File: src/encoder_obj_consts.svh
`ifndef ENCODER_OBJ_CONSTS_SVH
`define ENCODER_OBJ_CONSTS_SVH

// object indices
`define IDX_OPERATING_PARAM 16'h6000
`define IDX_CYCLIC_TX_PERIOD 16'h6200
`define IDX_OPERATING_STATUS 16'h6500
`define IDX_MAX_TURN_RES 16'h6501
`define IDX_MAX_TOTAL_RANGE 16'h6502
`define IDX_ALARM_FLAGS 16'h6503
`define IDX_ALARM_SUPPORT 16'h6504
`define IDX_WARNING_FLAGS 16'h6505
`define IDX_WARNING_SUPPORT 16'h6506
`define IDX_VERSION 16'h6507
`define IDX_OPERATING_TIME 16'h6508

// reset values and constant contents
`define RST_CYCLIC_TX_PERIOD 16'h0302
`define RST_OPERATING_PARAM 16'h0004
`define ALARM_SUPPORT_MASK 16'h0001
`define WARN_SUPPORT_MULTI 16'h0014
`define WARN_SUPPORT_SINGLE 16'h0004
`define RES_FINE 32'h0004_0000
`define RES_COARSE 32'h0000_2000
`define RANGE_FINE_MULTI 32'h0000_0000
`define RANGE_COARSE_MULTI 32'h2000_0000

// field positions
`define BIT_DIRECTION 0
`define BIT_SCALING 2
`define BIT_POS_ERROR 0
`define BIT_WATCHDOG 2
`define BIT_BATTERY 4

// timing
`define REF_CLK_HZ 25000000
`define MS_TICK_TIME_US 1000
`define MS_TICK_CYCLES (`REF_CLK_HZ / 1000000 * `MS_TICK_TIME_US)
`define TENTH_HOUR_TIME_MIN 6
`define TENTH_HOUR_MS (`TENTH_HOUR_TIME_MIN * 60 * 1000)

`endif

File: src/encoder_obj_pkg.sv
package encoder_obj_pkg;

    // device variant: resolution class and turn range
    typedef enum {
        FINE_MULTI,
        FINE_SINGLE,
        COARSE_MULTI,
        COARSE_SINGLE
    } variant_t;

    // one object access from the protocol engine
    typedef struct packed {
        logic valid;
        logic write;
        logic [15:0] index;
        logic [31:0] wdata;
    } obj_req_t;

    // answer, one cycle after the access
    typedef struct packed {
        logic ack;
        logic abort;
        logic [31:0] rdata;
    } obj_resp_t;

endpackage

File: src/encoder_profile_object_bank.sv
// Behaviour
// - period zero: no periodic transmission of the first process data object
// - nonzero period n: transmit first process data object every n milliseconds
// - period object is read-write, resets to 302h, acts as event timer
// - operating status is read-only mirror of last operating parameter, default 4h
// - status bit 0: zero clockwise, one counterclockwise counting
// - status bit 2: zero native resolution, one saved resolution
// - max singleturn resolution is read-only 8192 or 262144 per variant
// - max overall range is read-only per-variant 32-bit constant
// - alarm word bit 0 set while position error active, else zero
// - supported alarms word is read-only constant 1h
// - warning bit 2 set after a processor watchdog reset
// - multiturn only: warning bit 4 set when battery charge low
// - supported warnings is 14h multiturn, 04h singleturn
// - version word: profile low, high in bytes 0,1; firmware in 2,3
// - operating time counts tenths of an hour from zero after reset
`timescale 1ns/1ps
`include "encoder_obj_consts.svh"

module encoder_profile_object_bank #(
    parameter encoder_obj_pkg::variant_t variant = encoder_obj_pkg::FINE_MULTI,
    parameter int ms_cycles = `MS_TICK_CYCLES,
    parameter int tenth_hour_ms = `TENTH_HOUR_MS,
    // arbitrary version values, not tied to any product
    parameter logic [15:0] profile_version = 16'h0001,
    parameter logic [15:0] firmware_version = 16'h0001
) (
    // clock and reset
    input wire logic ref_clk,
    input wire logic rstn,
    // object access from the protocol engine
    input wire encoder_obj_pkg::obj_req_t obj_req,
    output encoder_obj_pkg::obj_resp_t obj_resp,
    // sensor status
    input wire logic position_error,
    input wire logic watchdog_reset_seen,
    input wire logic battery_low,
    // process data and operating mode
    output logic pdo1_tx_req,
    output logic direction_ccw,
    output logic scaling_saved
);

    // variant-dependent constants
    localparam bit fine_res = (variant == encoder_obj_pkg::FINE_MULTI) ||
                              (variant == encoder_obj_pkg::FINE_SINGLE);
    localparam bit multiturn = (variant == encoder_obj_pkg::FINE_MULTI) ||
                               (variant == encoder_obj_pkg::COARSE_MULTI);
    localparam logic [31:0] max_res = fine_res ? `RES_FINE : `RES_COARSE;
    // 2^32 does not fit the word; the fine multiturn range reads as zero
    localparam logic [31:0] max_range = multiturn ?
        (fine_res ? `RANGE_FINE_MULTI : `RANGE_COARSE_MULTI) : max_res;
    localparam logic [15:0] warn_support = multiturn ?
        `WARN_SUPPORT_MULTI : `WARN_SUPPORT_SINGLE;
    localparam logic [31:0] ms_last = 32'(ms_cycles - 1);
    localparam logic [31:0] tenth_last = 32'(tenth_hour_ms - 1);

    logic [31:0] ms_div;
    logic ms_tick;
    logic [31:0] tenth_div;
    logic tenth_wrap;
    logic [31:0] op_time;
    logic [15:0] tx_period;
    logic [15:0] period_count;
    logic [15:0] op_param;
    logic watchdog_flag;
    logic [15:0] alarm_word;
    logic [15:0] warning_word;
    logic known_index;
    logic writable_index;
    logic wr_period;
    logic wr_param;
    logic [31:0] read_value;

    // millisecond divider from the reference clock
    always_ff @(posedge ref_clk) begin
        if (!rstn || ms_div == ms_last) begin
            ms_div <= 32'h0000_0000;
        end else begin
            ms_div <= ms_div + 32'h0000_0001;
        end
    end

    assign ms_tick = (ms_div == ms_last);

    // tenth-of-hour divider counting milliseconds
    assign tenth_wrap = ms_tick && (tenth_div == tenth_last);

    always_ff @(posedge ref_clk) begin
        if (!rstn || tenth_wrap) begin
            tenth_div <= 32'h0000_0000;
        end else if (ms_tick) begin
            tenth_div <= tenth_div + 32'h0000_0001;
        end
    end

    // operating time restarts at every reset, wraps silently at the top
    always_ff @(posedge ref_clk) begin
        if (!rstn) begin
            op_time <= 32'h0000_0000;
        end else if (tenth_wrap) begin
            op_time <= op_time + 32'h0000_0001;
        end
    end

    // access decode
    always_comb begin
        known_index = 1'b1;
        writable_index = 1'b0;
        case (obj_req.index)
            `IDX_OPERATING_PARAM: writable_index = 1'b1;
            `IDX_CYCLIC_TX_PERIOD: writable_index = 1'b1;
            `IDX_OPERATING_STATUS, `IDX_MAX_TURN_RES, `IDX_MAX_TOTAL_RANGE,
            `IDX_ALARM_FLAGS, `IDX_ALARM_SUPPORT, `IDX_WARNING_FLAGS,
            `IDX_WARNING_SUPPORT, `IDX_VERSION, `IDX_OPERATING_TIME: known_index = 1'b1;
            default: known_index = 1'b0;
        endcase
    end

    assign wr_period = obj_req.valid && obj_req.write &&
                       (obj_req.index == `IDX_CYCLIC_TX_PERIOD);
    assign wr_param = obj_req.valid && obj_req.write &&
                      (obj_req.index == `IDX_OPERATING_PARAM);

    // cyclic period, nonvolatile restore is done by the engine writing it back
    always_ff @(posedge ref_clk) begin
        if (!rstn) begin
            tx_period <= `RST_CYCLIC_TX_PERIOD;
        end else if (wr_period) begin
            tx_period <= obj_req.wdata[15:0];
        end
    end

    // operating parameter, mirrored read-only at the status index
    always_ff @(posedge ref_clk) begin
        if (!rstn) begin
            op_param <= `RST_OPERATING_PARAM;
        end else if (wr_param) begin
            op_param <= obj_req.wdata[15:0];
        end
    end

    assign direction_ccw = op_param[`BIT_DIRECTION];
    assign scaling_saved = op_param[`BIT_SCALING];

    // period counter; a new period restarts the phase so no stale interval fires
    always_ff @(posedge ref_clk) begin
        if (!rstn || wr_period || tx_period == 16'h0000) begin
            period_count <= 16'h0000;
        end else if (ms_tick) begin
            if (period_count == tx_period - 16'h0001) begin
                period_count <= 16'h0000;
            end else begin
                period_count <= period_count + 16'h0001;
            end
        end
    end

    // transmit request, one cycle per elapsed period
    always_ff @(posedge ref_clk) begin
        if (!rstn) begin
            pdo1_tx_req <= 1'b0;
        end else begin
            pdo1_tx_req <= ms_tick && !wr_period && (tx_period != 16'h0000) &&
                           (period_count == tx_period - 16'h0001);
        end
    end

    // watchdog warning is sticky; only a device reset clears it
    always_ff @(posedge ref_clk) begin
        if (!rstn) begin
            watchdog_flag <= 1'b0;
        end else if (watchdog_reset_seen) begin
            watchdog_flag <= 1'b1;
        end
    end

    // live alarm and warning words
    always_comb begin
        alarm_word = 16'h0000;
        alarm_word[`BIT_POS_ERROR] = position_error;
        warning_word = 16'h0000;
        warning_word[`BIT_WATCHDOG] = watchdog_flag;
        warning_word[`BIT_BATTERY] = multiturn && battery_low;
    end

    // read multiplexer
    always_comb begin
        case (obj_req.index)
            `IDX_OPERATING_PARAM: read_value = {16'h0000, op_param};
            `IDX_CYCLIC_TX_PERIOD: read_value = {16'h0000, tx_period};
            `IDX_OPERATING_STATUS: read_value = {16'h0000, op_param};
            `IDX_MAX_TURN_RES: read_value = max_res;
            `IDX_MAX_TOTAL_RANGE: read_value = max_range;
            `IDX_ALARM_FLAGS: read_value = {16'h0000, alarm_word};
            `IDX_ALARM_SUPPORT: read_value = {16'h0000, `ALARM_SUPPORT_MASK};
            `IDX_WARNING_FLAGS: read_value = {16'h0000, warning_word};
            `IDX_WARNING_SUPPORT: read_value = {16'h0000, warn_support};
            `IDX_VERSION: read_value = {firmware_version, profile_version};
            `IDX_OPERATING_TIME: read_value = op_time;
            default: read_value = 32'h0000_0000;
        endcase
    end

    // registered answer; write to read-only or unknown index aborts with no effect
    always_ff @(posedge ref_clk) begin
        if (!rstn) begin
            obj_resp <= '0;
        end else begin
            obj_resp.ack <= obj_req.valid;
            obj_resp.abort <= obj_req.valid &&
                              (!known_index || (obj_req.write && !writable_index));
            obj_resp.rdata <= (obj_req.valid && !obj_req.write) ?
                              read_value : 32'h0000_0000;
        end
    end

    // helper: milliseconds since last transmission or period change
    logic [16:0] gap_ticks;

    always_ff @(posedge ref_clk) begin
        if (!rstn || pdo1_tx_req || wr_period) begin
            gap_ticks <= 17'h0_0000;
        end else if (ms_tick) begin
            gap_ticks <= gap_ticks + 17'h0_0001;
        end
    end
endmodule

File: config.mk
export PLATFORM = sky130hd
export DESIGN_NAME = encoder_profile_object_bank
export DESIGN_NICKNAME = d
export VERILOG_FILES = /design/src/encoder_obj_pkg.sv /design/src/encoder_profile_object_bank.sv
export VERILOG_INCLUDE_DIRS = /design/src
export SDC_FILE = /design/constraint.sdc
export NUM_CORES = 1
export LEC_CHECK = 0
export ABC_AREA = 1
export BUFFER_PORTS_ARGS = -buffer_cell sky130_fd_sc_hd__buf_4
export CAP_MARGIN = 20
export CORE_MARGIN = 3
export CORE_UTILIZATION = 42
export DETAILED_ROUTE_END_ITERATION = 12
export GPL_ROUTABILITY_DRIVEN = 0
export SLEW_MARGIN = 20
export SYNTH_ARGS = -nofsm -noshare
export SYNTH_HDL_FRONTEND = slang
export SYNTH_SLANG_ARGS = --single-unit
File: constraint.sdc
create_clock -name ref_clk -period 4.1 [get_ports ref_clk]
set_input_delay 0.615 -clock ref_clk [delete_from_list [all_inputs] [get_ports ref_clk]]
set_output_delay 0.615 -clock ref_clk [all_outputs]
set_load 0.1 [all_outputs]
==> qor.yml, run 1 <==
worst_setup_path:
  cpPeakStageDelay_ns: 0.44
  worstSetupEndpointType: "flip-flop"
  cp_max_fo: 34
  reg2reg_slack_ns: 1.36
  r2r-start: "ms_div[0]$_SDFF_PP0_"
  cp-start-kind: "flip-flop"
  cp_data_arrival_time_ns: 3.11
  crit_chain: "ha_1 -> nand3_1 -> nor4_2 -> nand3_2 -> inv_2 -> nand2_4 -> clkinv_2 -> nand2_1 -> a21oi_1"
  worstPathRequired_ns: 4.47
  crit_type: "reg -> reg"
  r2r_end: "op_time[4]$_SDFFE_PN0P_"
  reg2reg_depth: 9
  crit_slowest_cell: "clkinv_2"
floorplan:
  die_area_um2: 25600
  rows: 55
  dieHeight_um: 160
  core_um2: 23000
  num_io_pins: 92
  die_w_um: 160
  start_util_pct: 43.3
global_route:
  grt_pass1_vias: 8715
  gr-usage-all-layers_pct: 20.2
  antenna_found_initial: 0
  grt-ovfl-total: 0
  grt_max_degree: 37
  grt_pass1_wl_mm: 43.0
logic_synthesis:
  synth.distinct_cells: 48
  synth_flop_cell: "dfxtp_1"
  ys_seq_area_share_pct: 36.2
  synth_nets: 1544
  ys_ff_latch: 180
  synth_top_family_by_area: "simple AND/OR/NAND/NOR gates"
  syn-cell-area_um2: 9950
  synth_edf_count: 0
  synth_cells: 1484
  synthSimpleGateAreaFrac_pct: 38.9
  synth_mux_area_share_pct: 0.101
  avgSynthCellArea_um2: 6.70
  ys_async_sr_fraction_pct: 0
  ys_warn_count: 0
  yosys.area_share.adder_pct: 0.629
  synth_xor_area_share_pct: 6.34
  synth_compound_area_share_pct: 9.26
power:
  pwr-share-clk_pct: 46.9
  sequentialPowerShare_pct: 50.4
  swShare_pct: 25.3
  p_sw_uw: 881
  ir_drop_mv: 0.266
  intPower_mw: 2.60
  p_leak_nw: 4.28
  p_comb_share_pct: 2.7
  powerDensity_nw_per_um2: 308
clocking:
  h-tree-depth: 4
  cts.sinks: 180
  hold_buffers: 0
  cts.clk_slew.worst_paths_ns: 0.08
  cts_tree: "yes"
  clk_latency_ns: 0.44
  cts-root-buf: "clkbuf_16"
  clk_path_buf_depth: 2
  numCtsBuffers: 17
  post-cts-setup-buffers: 0
  post_cts_resized: 0
placement:
  placed_cell_area_um2: 10700
  dp.cells: 1840
  dp_hpwl_mm: 18.9
  dpl_worst_slack_ns: 1.32
  port_buffers: 75
final_layout:
  area_growth_pct: 13.5
  final_cell_area_um2: 11300
  drive_above_1_share_pct: 11.7
  nets: 1606
  fin_cells: 1872
  antenna_cells: 0
timing:
  drv_slew: 0
  rsz0062_at_grt: "no"
  setup_ws_ns: 1.36
  final.setup.tns_ns: 0
  fmax_mhz: 365
  period_needed_ns: 2.74
  worstMarginPinSlew_ns: 0.945
  finalHoldViolations: 0
  min_period_over_period_pct: 66.8
  relSlewSlack_pct: 37.0
  hold-worst-slack_ns: 0.384
  setup_viol: 0
  clock_skew_ns: 0.0120
drt:
  routedWlPerCell_um: 13.7
  postRouteAntennaNets: 0
  wl_mm: 25.6
  first_iter_violations: 625
  drt-pass1-iter-count: 5
  routed_via_density: 5.02
  drc: 0
  vias: 9390
hold_path:
  worstHoldStart: "watchdog_reset_seen"
  min_path_cells: 3
  holdPathEnd: "watchdog_flag$_SDFFE_PN0P_"
  hp-class: "in -> reg"
job:
  max_cap_viol_count: 0
run_status:
  outcome: "finished, final reports clean"
[registers in the layout, indices dropped and copies added (netlist names)]
name	count
pdo1_tx_req	1
op_time	32
op_param	16
tenth_div	32
period_count	16
obj_resp	34
watchdog_flag	1
tx_period	16
ms_div	32
[kinds of logic after synthesis]
| kind of cell | after synthesis |
|---|---|
| adders and majority gates | 5 |
| AOI/OAI and AO/OA | 174 |
| buffers and inverters | 205 |
| muxes | 1 |
| DFF | 180 |
| xor gates and xnor gates | 72 |
| and+or+nand+nor | 847 |
[stage by stage]
step / power, mW / util [%]
after floorplan: 1.84 / -
after global placement: 1.89 / 46.7
after detailed placement: 1.89 / 46.7
after CTS: 3.50 / 49.1
after global routing: 3.59 / 49.1
final: 3.48 / 49.1
[cells in the mapped netlist (2+ instances only)]
cell        n  area share, %
nor3_1     63            3.2
nor4_1     10           0.63
nor2_2     19            1.2
nor2_4     16            1.8
dfxtp_1   180             36
ha_1        5           0.63
a21oi_1    96            4.8
nor3b_1    14            1.1
nor3_4      2           0.33
inv_1     155            5.8
xor2_1     56            4.9
nand3_1    73            3.7
nand4_1    36            2.3
nand2_2     5           0.31
o21ai_1     8           0.40
o21ai_0    49            2.5
and2_1      3           0.19
nand3b_1    6           0.45
xnor2_1    16            1.4
inv_2      11           0.42
clkbuf_1   17           0.64
nand4_2     4           0.50
buf_6       7           0.79
buf_2       8           0.40
nor2_1    211            8.0
o22ai_1    11           0.69
a31oi_1     2           0.13
o211ai_1    3           0.23
nand3_2     4           0.40
or2_2       4           0.25
buf_4       3           0.23
or2_0       3           0.19
nand2_1   369             14
[cell usage in the layout (no fill, tap or decap), types with 16 or more instances in the layout]
cell,count
a21oi_1,96
nand2_1,369
o21ai_0,49
nor2_1,211
nand3_1,73
clkbuf_16,17
nor2_2,19
nor3_1,63
inv_1,155
nor2_4,16
nand4_1,36
buf_4,80
xor2_1,56
xnor2_1,16
dfxtp_1,180
[layer usage]
| metal | up-vias | global-route usage (%) | wire, um |
|---|---|---|---|
| met5 | - | 0 | 0 |
| met1 | 4251 | 27.4 | 12400 |
| met4 | 0 | 6.11 | 447 |
| li1 | 4904 | - | - |
| met2 | 203 | 32.6 | 11600 |
| met3 | 32 | 3.92 | 1130 |
[layout make-up]
cell class,instances,area (um^2)
clock inverter,14,135
multi-input combinational,1099,5500
inverter,168,632
clock buffer,18,429
timing repair buffer,80,601
tap,313,392
sequential,180,3600
fill,2428,11700
[worst max-delay path: cells and delay by family, from the launching register on]
family	cells	cell delay, ns
AOI/OAI and AO/OA	1	0.14
adders and majority gates	1	0.19
buffers and inverters	2	0.81
DFF	1	0.35
and+or+nand+nor	5	1.15
[how the worst max path moves through the flow]
stage / start / end / cells past startpoint
after CTS: ms_div[0]$_SDFF_PP0_ / op_time[12]$_SDFFE_PN0P_ / 9
after global placement: ms_div[0]$_SDFF_PP0_ / op_time[17]$_SDFFE_PN0P_ / 9
after detailed placement: ms_div[0]$_SDFF_PP0_ / op_time[31]$_SDFFE_PN0P_ / 9
after floorplan: obj_req[44] / obj_resp[21]$_SDFF_PN0_ / 11
after global routing: ms_div[0]$_SDFF_PP0_ / op_time[26]$_SDFFE_PN0P_ / 9
final: ms_div[0]$_SDFF_PP0_ / op_time[4]$_SDFFE_PN0P_ / 9
[power groups by stage]
| stage | Combinational (mW) | Sequential (mW) | Clock (mW) |
|---|---|---|---|
| finish | 0.0939 | 1.75 | 1.63 |
| global route | 0.104 | 1.75 | 1.73 |
| CTS | 0.0945 | 1.75 | 1.66 |
| detailed placement | 0.0943 | 1.79 | 0 |
| floorplan | 0.0425 | 1.80 | 0 |
| global placement | 0.0940 | 1.79 | 0 |
(Power assumes the default switching activity.)
==> run 2: changes to the inputs <==
Clock period 4.1 ns to 2.7 ns, I/O delays scaled along.
==> run 2 against run 1 <==
Effect of this change:
- cell count is 0.43% higher
- register-to-register slack worse by 0.94 ns
- clock skew rose by 0.0034 ns
- non-clock buffer count up 8
- sequential power is 52% higher
==> qor.yml, run 2 (same netlist as run 1, synthesis figures left out) <==
timing:
  hold-worst-slack_ns: 0.176  # was 0.384 ns
  clock_skew_ns: 0.0154  # was 0.0120 ns
  setup_viol: 0  # unchanged
  worstMarginPinSlew_ns: 0.835  # was 0.945 ns
  period_needed_ns: 2.27  # was 2.74 ns
  relSlewSlack_pct: 44.2  # was 37.0%
  fmax_mhz: 440  # was 365 MHz
  final.setup.tns_ns: 0  # unchanged
  rsz0062_at_grt: "no"  # unchanged
  min_period_over_period_pct: 84.2  # was 66.8%
  finalHoldViolations: 0  # unchanged
  drv_slew: 0  # unchanged
placement:
  dp_hpwl_mm: 19.0  # was 18.9 mm
  placed_cell_area_um2: 10800  # was 10700 um^2
  dp.cells: 1848  # was 1840
  port_buffers: 75  # unchanged
clocking:
  cts-root-buf: "clkbuf_16"  # unchanged
  hold_buffers: 0  # unchanged
  cts_tree: "yes"  # unchanged
  cts.sinks: 180  # unchanged
  clk_latency_ns: 0.44  # about the same
  clk_path_buf_depth: 2  # unchanged
  numCtsBuffers: 17  # unchanged
  post-cts-setup-buffers: 0  # unchanged
  h-tree-depth: 4  # unchanged
  post_cts_resized: 0  # unchanged
  cts.clk_slew.worst_paths_ns: 0.07  # was 0.08 ns
power:
  p_leak_nw: 4.33  # was 4.28 nW
  p_comb_share_pct: 2.8  # was 2.7%
  intPower_mw: 3.97  # was 2.60 mW
  p_sw_mw: 1.30  # was 881 uW
  total_power_mw: 5.27  # was 3.48 mW
  powerDensity_nw_per_um2: 463  # was 308 nW/um^2
  pwr-share-clk_pct: 46.7  # was 46.9%
  ir_drop_mv: 0.317  # was 0.266 mV
  sequentialPowerShare_pct: 50.5  # was 50.4%
  swShare_pct: 24.7  # was 25.3%
worst_setup_path:
  cp_data_arrival_time_ns: 2.57  # was 3.11 ns
  path_buf_inv: 1  # was 2
  reg2reg_depth: 11  # was 9
  critPathTopFamily: "simple AND/OR/NAND/NOR gates"  # unchanged
  cp_max_fo: 14  # was 34
  crit_chain: "inv_2 -> ha_1 -> nand2_1 -> nor2_4 -> nand2_1 -> nand3_1 -> o21ai_0 -> nor2_1 -> nand3_2 -> o21ai_4 -> nor2_1"  # was ha_1 -> nand3_1 -> nor4_2 -> nand3_2 -> inv_2 -> nand2_4 -> clkinv_2 -> nand2_1 -> a21oi_1
  worstSetupEndpointType: "flip-flop"  # unchanged
  crit_slowest_cell: "o21ai_4"  # was clkinv_2
  crit_type: "reg -> reg"  # unchanged
  r2r_end: "period_count[0]$_SDFFE_PP0P_"  # was op_time[4]$_SDFFE_PN0P_
  cpPeakStageDelay_ns: 0.47  # was 0.44 ns
  cp-start-kind: "flip-flop"  # unchanged
  worstPathRequired_ns: 3.00  # was 4.47 ns
  critPathLaunch: "tx_period[0]$_SDFFE_PN0P_"  # was ms_div[0]$_SDFF_PP0_
  r2r-start: "tx_period[0]$_SDFFE_PN0P_"  # was ms_div[0]$_SDFF_PP0_
  reg2reg_slack_ns: 0.43  # was 1.36 ns
global_route:
  grt_max_degree: 37  # unchanged
  grt_pass1_wl_mm: 42.4  # was 43.0 mm
  grt-ovfl-total: 0  # unchanged
  grt_pass1_vias: 8716  # was 8715
  antenna_found_initial: 0  # unchanged
  gr-usage-all-layers_pct: 19.7  # was 20.2%
final_layout:
  area_growth_pct: 14.4  # was 13.5%
  regMostFlops: "obj_resp"  # unchanged
  fin_cells: 1880  # was 1872
  antenna_cells: 0  # unchanged
  layout_common_cells: "nand2_1 (369), nor2_1 (211), dfxtp_1 (180)"  # unchanged
  drive_above_1_share_pct: 12.3  # was 11.7%
  largest_register_ffs: 34  # unchanged
  final_cell_area_um2: 11400  # was 11300 um^2
  nets: 1614  # was 1606
  final_common_cell: "nand2_1"  # unchanged
drt:
  postRouteAntennaNets: 0  # unchanged
  first_iter_violations: 545  # was 625
  drc: 0  # unchanged
  vias: 9380  # was 9390
  routedWlPerCell_um: 13.4  # was 13.7 um
  wl_mm: 25.2  # was 25.6 mm
  drt-pass1-iter-count: 5  # unchanged
  routed_via_density: 4.99  # was 5.02
hold_path:
  min_path_cells: 3  # unchanged
  holdPathEnd: "watchdog_flag$_SDFFE_PN0P_"  # unchanged
  worstHoldStart: "watchdog_reset_seen"  # unchanged
  hp-class: "in -> reg"  # unchanged
floorplan:
  start_util_pct: 43.3  # unchanged
  core_um2: 23000  # unchanged
  rows: 55  # unchanged
  num_io_pins: 92  # unchanged
  die_area_um2: 25600  # unchanged
  dieHeight_um: 160  # unchanged
  die_w_um: 160  # unchanged
job:
  max_cap_viol_count: 0  # unchanged
run_status:
  outcome: "finished, final reports clean"  # unchanged
run 2: worst max-delay path by stage:
stage | to | slack (ns) | cells after the start
6_report | period_count[0]$_SDFFE_PP0P_ | 0.43 | 11
4_1_cts | period_count[0]$_SDFFE_PP0P_ | 0.41 | 10
3_3_place_gp | op_time[28]$_SDFFE_PN0P_ | 0.45 | 11
2_1_floorplan | period_count[9]$_SDFFE_PP0P_ | 0.87 | 12
3_5_place_dp | period_count[1]$_SDFFE_PP0P_ | 0.43 | 10
5_1_grt | op_time[11]$_SDFFE_PN0P_ | 0.11 | 11
run 2: per-stage QoR:
step / util [%] / setup WS, ns
floorplan: - / 0.868
global placement: 47.0 / 0.451
detailed placement: 47.0 / 0.434
CTS: 49.5 / 0.408
global route: 49.5 / 0.110
finish: 49.5 / 0.426
run 2: power groups by stage:
stage	logic, mW	clock network (mW)	registers [mW]
2_1_floorplan	0.0645	0	2.74
3_3_place_gp	0.148	0	2.72
3_5_place_dp	0.148	0	2.72
4_1_cts	0.149	2.51	2.66
5_1_grt	0.162	2.63	2.66
6_report	0.147	2.46	2.66
run 2: worst reg2reg max path, delay by kind of cell (launching register included):
family	cells	cell delay (ns)
buffers and inverters	1	0.10
DFF	1	0.33
AOI/OAI and AO/OA	2	0.58
adders and majority gates	1	0.22
and+or+nand+nor	7	0.90
run 2: per-layer routing:
metal  GRT usage, %  part of all wire, %
met1           26.9                   49
met2           32.2                   46
met3           4.20                  4.5
met4           4.58                  1.2
met5              0                    0
run 2: cell type report:
| class | count | area (um^2) |
|---|---|---|
| clock buffers | 18 | 439 |
| flip-flops and latches | 180 | 3600 |
| well taps | 313 | 392 |
| repair buffers | 88 | 673 |
| inverters | 168 | 632 |
| clock inverters | 14 | 143 |
| fillers | 2372 | 11600 |
| multi-input cells | 1099 | 5500 |
==> run 3: changes to the inputs <==
Settings changed: ABC_AREA 1 to 0.
Clock period 2.7 ns to 2.38 ns, I/O delays scaled along.
==> run 3 against run 2 <==
Effect of this change:
- the flow now finishes with violations (negative setup slack)
- non-clock buffer count rose by 72
- highest routed layer unchanged
- setup slack worse by 0.45 ns
- global-route usage decreased by 0.87 points
- combinational power is 32% higher
- critical endpoint is now period_count[8]$_SDFFE_PP0P_
- synthesized cell count decreased by 35%
- sequential cell count did not move
- cell count decreased by 27%
- clock skew is 0.0024 ns lower
==> qor.yml, run 3 <==
run_status:
  outcome: "finished with violations"  # was finished, final reports clean
  violations: "negative setup slack"
clocking:
  cts.sinks: 180  # unchanged
  clk_latency_ns: 0.43  # was 0.44 ns
  hold_buffers: 0  # unchanged
  numCtsBuffers: 17  # unchanged
  h-tree-depth: 4  # unchanged
  cts.clk_slew.worst_paths_ns: 0.07  # about the same
  cts-root-buf: "clkbuf_16"  # unchanged
  cts_tree: "yes"  # unchanged
  clk_path_buf_depth: 2  # unchanged
floorplan:
  core_um2: 19600  # was 23000 um^2
  die_area_um2: 21800  # was 25600 um^2
  start_util_pct: 43.0  # was 43.3%
  dieHeight_um: 148  # was 160 um
  num_io_pins: 92  # unchanged
  die_w_um: 148  # was 160 um
  rows: 51  # was 55
global_route:
  antenna_found_initial: 0  # unchanged
  gr-usage-all-layers_pct: 18.9  # was 19.7%
  grt_max_degree: 43  # was 37
  grt-ovfl-total: 0  # unchanged
  grt_pass1_wl_mm: 33.9  # was 42.4 mm
  grt_pass1_vias: 6831  # was 8716
worst_setup_path:
  crit_chain: "or4_4 -> or4_4 -> mux2i_2 -> a22oi_2 -> a2111oi_4 -> buf_6 -> clkbuf_16 -> nor3_1"  # was inv_2 -> ha_1 -> nand2_1 -> nor2_4 -> nand2_1 -> nand3_1 -> o21ai_0 -> nor2_1 -> nand3_2 -> o21ai_4 -> nor2_1
  reg2reg_depth: 8  # was 11
  cp_data_arrival_time_ns: 2.72  # was 2.57 ns
  reg2reg_slack_ns: -0.03  # was 0.43 ns
  cp-start-kind: "flip-flop"  # unchanged
  critPathTopFamily: "simple AND/OR/NAND/NOR gates"  # unchanged
  crit_type: "reg -> reg"  # unchanged
  critPathCapture: "period_count[8]$_SDFFE_PP0P_"  # was period_count[0]$_SDFFE_PP0P_
  critPathLaunch: "tx_period[2]$_SDFFE_PN0P_"  # was tx_period[0]$_SDFFE_PN0P_
  worstPathRequired_ns: 2.70  # was 3.00 ns
  cp_num_cells: 8  # was 11
  cp_max_fo: 8  # was 14
  r2r-start: "tx_period[2]$_SDFFE_PN0P_"  # was tx_period[0]$_SDFFE_PN0P_
  r2r_end: "period_count[8]$_SDFFE_PP0P_"  # was period_count[0]$_SDFFE_PP0P_
  crit_slowest_cell: "or4_4"  # was o21ai_4
  path_buf_inv: 2  # was 1
  worstSetupEndpointType: "flip-flop"  # unchanged
  cp_common_cell: "or4_4"
  cpPeakStageDelay_ns: 0.53  # was 0.47 ns
power:
  powerDensity_nw_per_um2: 561  # was 463 nW/um^2
  pwr-share-clk_pct: 47.1  # was 46.7%
  total_power_mw: 6.08  # was 5.27 mW
  p_sw_mw: 1.39  # was 1.30 mW
  p_leak_nw: 4.06  # was 4.33 nW
  p_comb_share_pct: 3.2  # was 2.8%
  sequentialPowerShare_pct: 49.7  # was 50.5%
  intPower_mw: 4.69  # was 3.97 mW
  ir_drop_mv: 0.485  # was 0.317 mV
  swShare_pct: 22.8  # was 24.7%
logic_synthesis:
  synth_largest_area_cell: "dfxtp_1"  # unchanged
  synth_cells: 969  # was 1484
  synth_mux_area_share_pct: 2.62  # was 0.101%
  synth_top_area_share_pct: 42.8  # was 36.2%
  ys_ff_latch: 180  # unchanged
  synth.most_common_cell: "dfxtp_1"  # was nand2_1
  syn-cell-area_um2: 8410  # was 9950 um^2
  synth_flop_cell: "dfxtp_1"  # unchanged
  avgSynthCellArea_um2: 8.68  # was 6.70 um^2
  ys_seq_area_share_pct: 42.8  # was 36.2%
  synth_compound_area_share_pct: 7.81  # was 9.26%
  synth_top_family_by_area: "simple AND/OR/NAND/NOR gates"  # unchanged
  synth_xor_area_share_pct: 11.8  # was 6.34%
  ys_warn_count: 0  # unchanged
  synth_nets: 1029  # was 1544
  ys_async_sr_fraction_pct: 0  # unchanged
  synthSimpleGateAreaFrac_pct: 30.9  # was 38.9%
  synth.area.top_cells: "dfxtp_1 (43%), xnor2_1 (6.0%), xor2_1 (5.7%)"  # was dfxtp_1 (36%), nand2_1 (14%), nor2_1 (8.0%)
  yosys.area_share.adder_pct: 0.743  # was 0.629%
  synth.distinct_cells: 53  # was 48
  synth_edf_count: 0  # unchanged
  synthTopCellsByCount: "dfxtp_1 (180), nor2_1 (98), nand2_1 (84)"  # was nand2_1 (369), nor2_1 (211), dfxtp_1 (180)
final_layout:
  regMostFlops: "obj_resp"  # unchanged
  final_common_cell: "dfxtp_1"  # was nand2_1
  area_growth_pct: 28.7  # was 14.4%
  antenna_cells: 0  # unchanged
  layout_common_cells: "dfxtp_1 (177), buf_4 (146), nor2_1 (98)"  # was nand2_1 (369), nor2_1 (211), dfxtp_1 (180)
  final_cell_area_um2: 10800  # was 11400 um^2
  drive_above_1_share_pct: 22.0  # was 12.3%
  nets: 1163  # was 1614
  final_core_util_pct: 55.3  # was 49.5%
  largest_register_ffs: 34  # unchanged
timing:
  relSlewSlack_pct: 68.6  # was 44.2%
  hold-worst-slack_ns: 0.142  # was 0.176 ns
  finalHoldViolations: 0  # unchanged
  period_needed_ns: 2.41  # was 2.27 ns
  setup_viol: 13  # was 0
  fmax_mhz: 416  # was 440 MHz
  worstMarginPinSlew_ns: 0.470  # was 0.835 ns
  drv_slew: 0  # unchanged
  setup_ws_ns: -0.0267  # was 0.426 ns
  rsz0062_at_grt: "yes"  # was no
  clock_skew_ns: 0.0130  # was 0.0154 ns
  min_period_over_period_pct: 101  # was 84.2%
placement:
  placed_cell_area_um2: 9830  # was 10800 um^2
  port_buffers: 75  # unchanged
  dp_hpwl_mm: 14.7  # was 19.0 mm
  dpl_worst_slack_ns: -0.0283  # was 0.434 ns
drt:
  postRouteAntennaNets: 0  # unchanged
  routedWlPerCell_um: 15.3  # was 13.4 um
  routed_via_density: 5.37  # was 4.99
  wl_mm: 21.1  # was 25.2 mm
  first_iter_violations: 464  # was 545
  drt-pass1-iter-count: 7  # was 5
  drc: 0  # unchanged
  vias: 7421  # was 9380
hold_path:
  hp-class: "in -> reg"  # unchanged
job:
  max_cap_viol_count: 0  # unchanged
## run 3: changes by cell type in the layout (fill, tap and decap cells not counted), moves of 40 or more
cell,change
a21oi_1,-83
buf_4,+59
inv_1,-129
nand2_1,-286
nor2_1,-113
o21ai_0,-40
xnor2_1,+41
## run 3: worst min-delay path by stage
| stage | endpoint | start | cells past startpoint | slack [ns] |
|---|---|---|---|---|
| global route | watchdog_flag$_SDFFE_PN0P_ | watchdog_reset_seen | 2 | 0.12 |
| global placement | obj_resp[4]$_SDFF_PN0_ | op_param[4]$_SDFFE_PN0P_ | 2 | 0.45 |
| finish | watchdog_flag$_SDFFE_PN0P_ | watchdog_reset_seen | 2 | 0.14 |
| floorplan | ms_div[0]$_SDFF_PP0_ | ms_div[0]$_SDFF_PP0_ | 1 | 0.43 |
| CTS | watchdog_flag$_SDFFE_PN0P_ | watchdog_reset_seen | 2 | 0.12 |
| detailed placement | watchdog_flag$_SDFFE_PN0P_ | watchdog_flag$_SDFFE_PN0P_ | 1 | 0.46 |
## run 3: logic make-up after synthesis
| family | count (synthesis) |
|---|---|
| AO/OA/AOI/OAI | 85 |
| XOR/XNOR | 113 |
| adder cells (fa/ha/maj) | 5 |
| buffers and inverters | 71 |
| flip-flops | 180 |
| multiplexers | 22 |
| AND/OR/NAND/NOR | 493 |
## run 3: repair_timing
action                                 CTS  global route
endpoints found under the hold margin    0             0
setup endpoints to repair               21            71
resized for setup                        4            53
pin swaps                                0            11
cloned                                   0             4
setup buffers                            0             1
## run 3: cell type report
class                      count  area [um^2]
fill                        1793         8760
clock inverter                14          168
clock buffer                  18          429
sequential                   180         3610
timing repair buffer         160         1380
inverter                      26         97.6
tap                          265          332
multi-input combinational    718         4820
## run 3: stage by stage
stage / TNS [ns] / std cells
after floorplan: -0.850 / 969
after global placement: -0.000345 / 1344
after detailed placement: -0.109 / 1344
after CTS: -0.0970 / 1376
after global routing: -1.52 / 1381
final: -0.195 / 1381
## run 3: power groups by stage
stage               clock [mW]  sequential (mW)  combinational (mW)
detailed placement           0             3.09               0.192
CTS                       2.94             3.02               0.193
global route              3.05             3.02               0.210
global placement             0             3.09               0.192
floorplan                    0             3.10              0.0711
finish                    2.86             3.02               0.194
## run 3: per-layer routing
| layer | up-vias | global-route usage (%) | share of wire [%] |
|---|---|---|---|
| li1 | 3702 | - | - |
| met1 | 3504 | 26.4 | 48 |
| met2 | 201 | 29.5 | 46 |
| met3 | 14 | 4.26 | 4.8 |
| met4 | 0 | 5.17 | 1.3 |
| met5 | - | 0 | 0 |
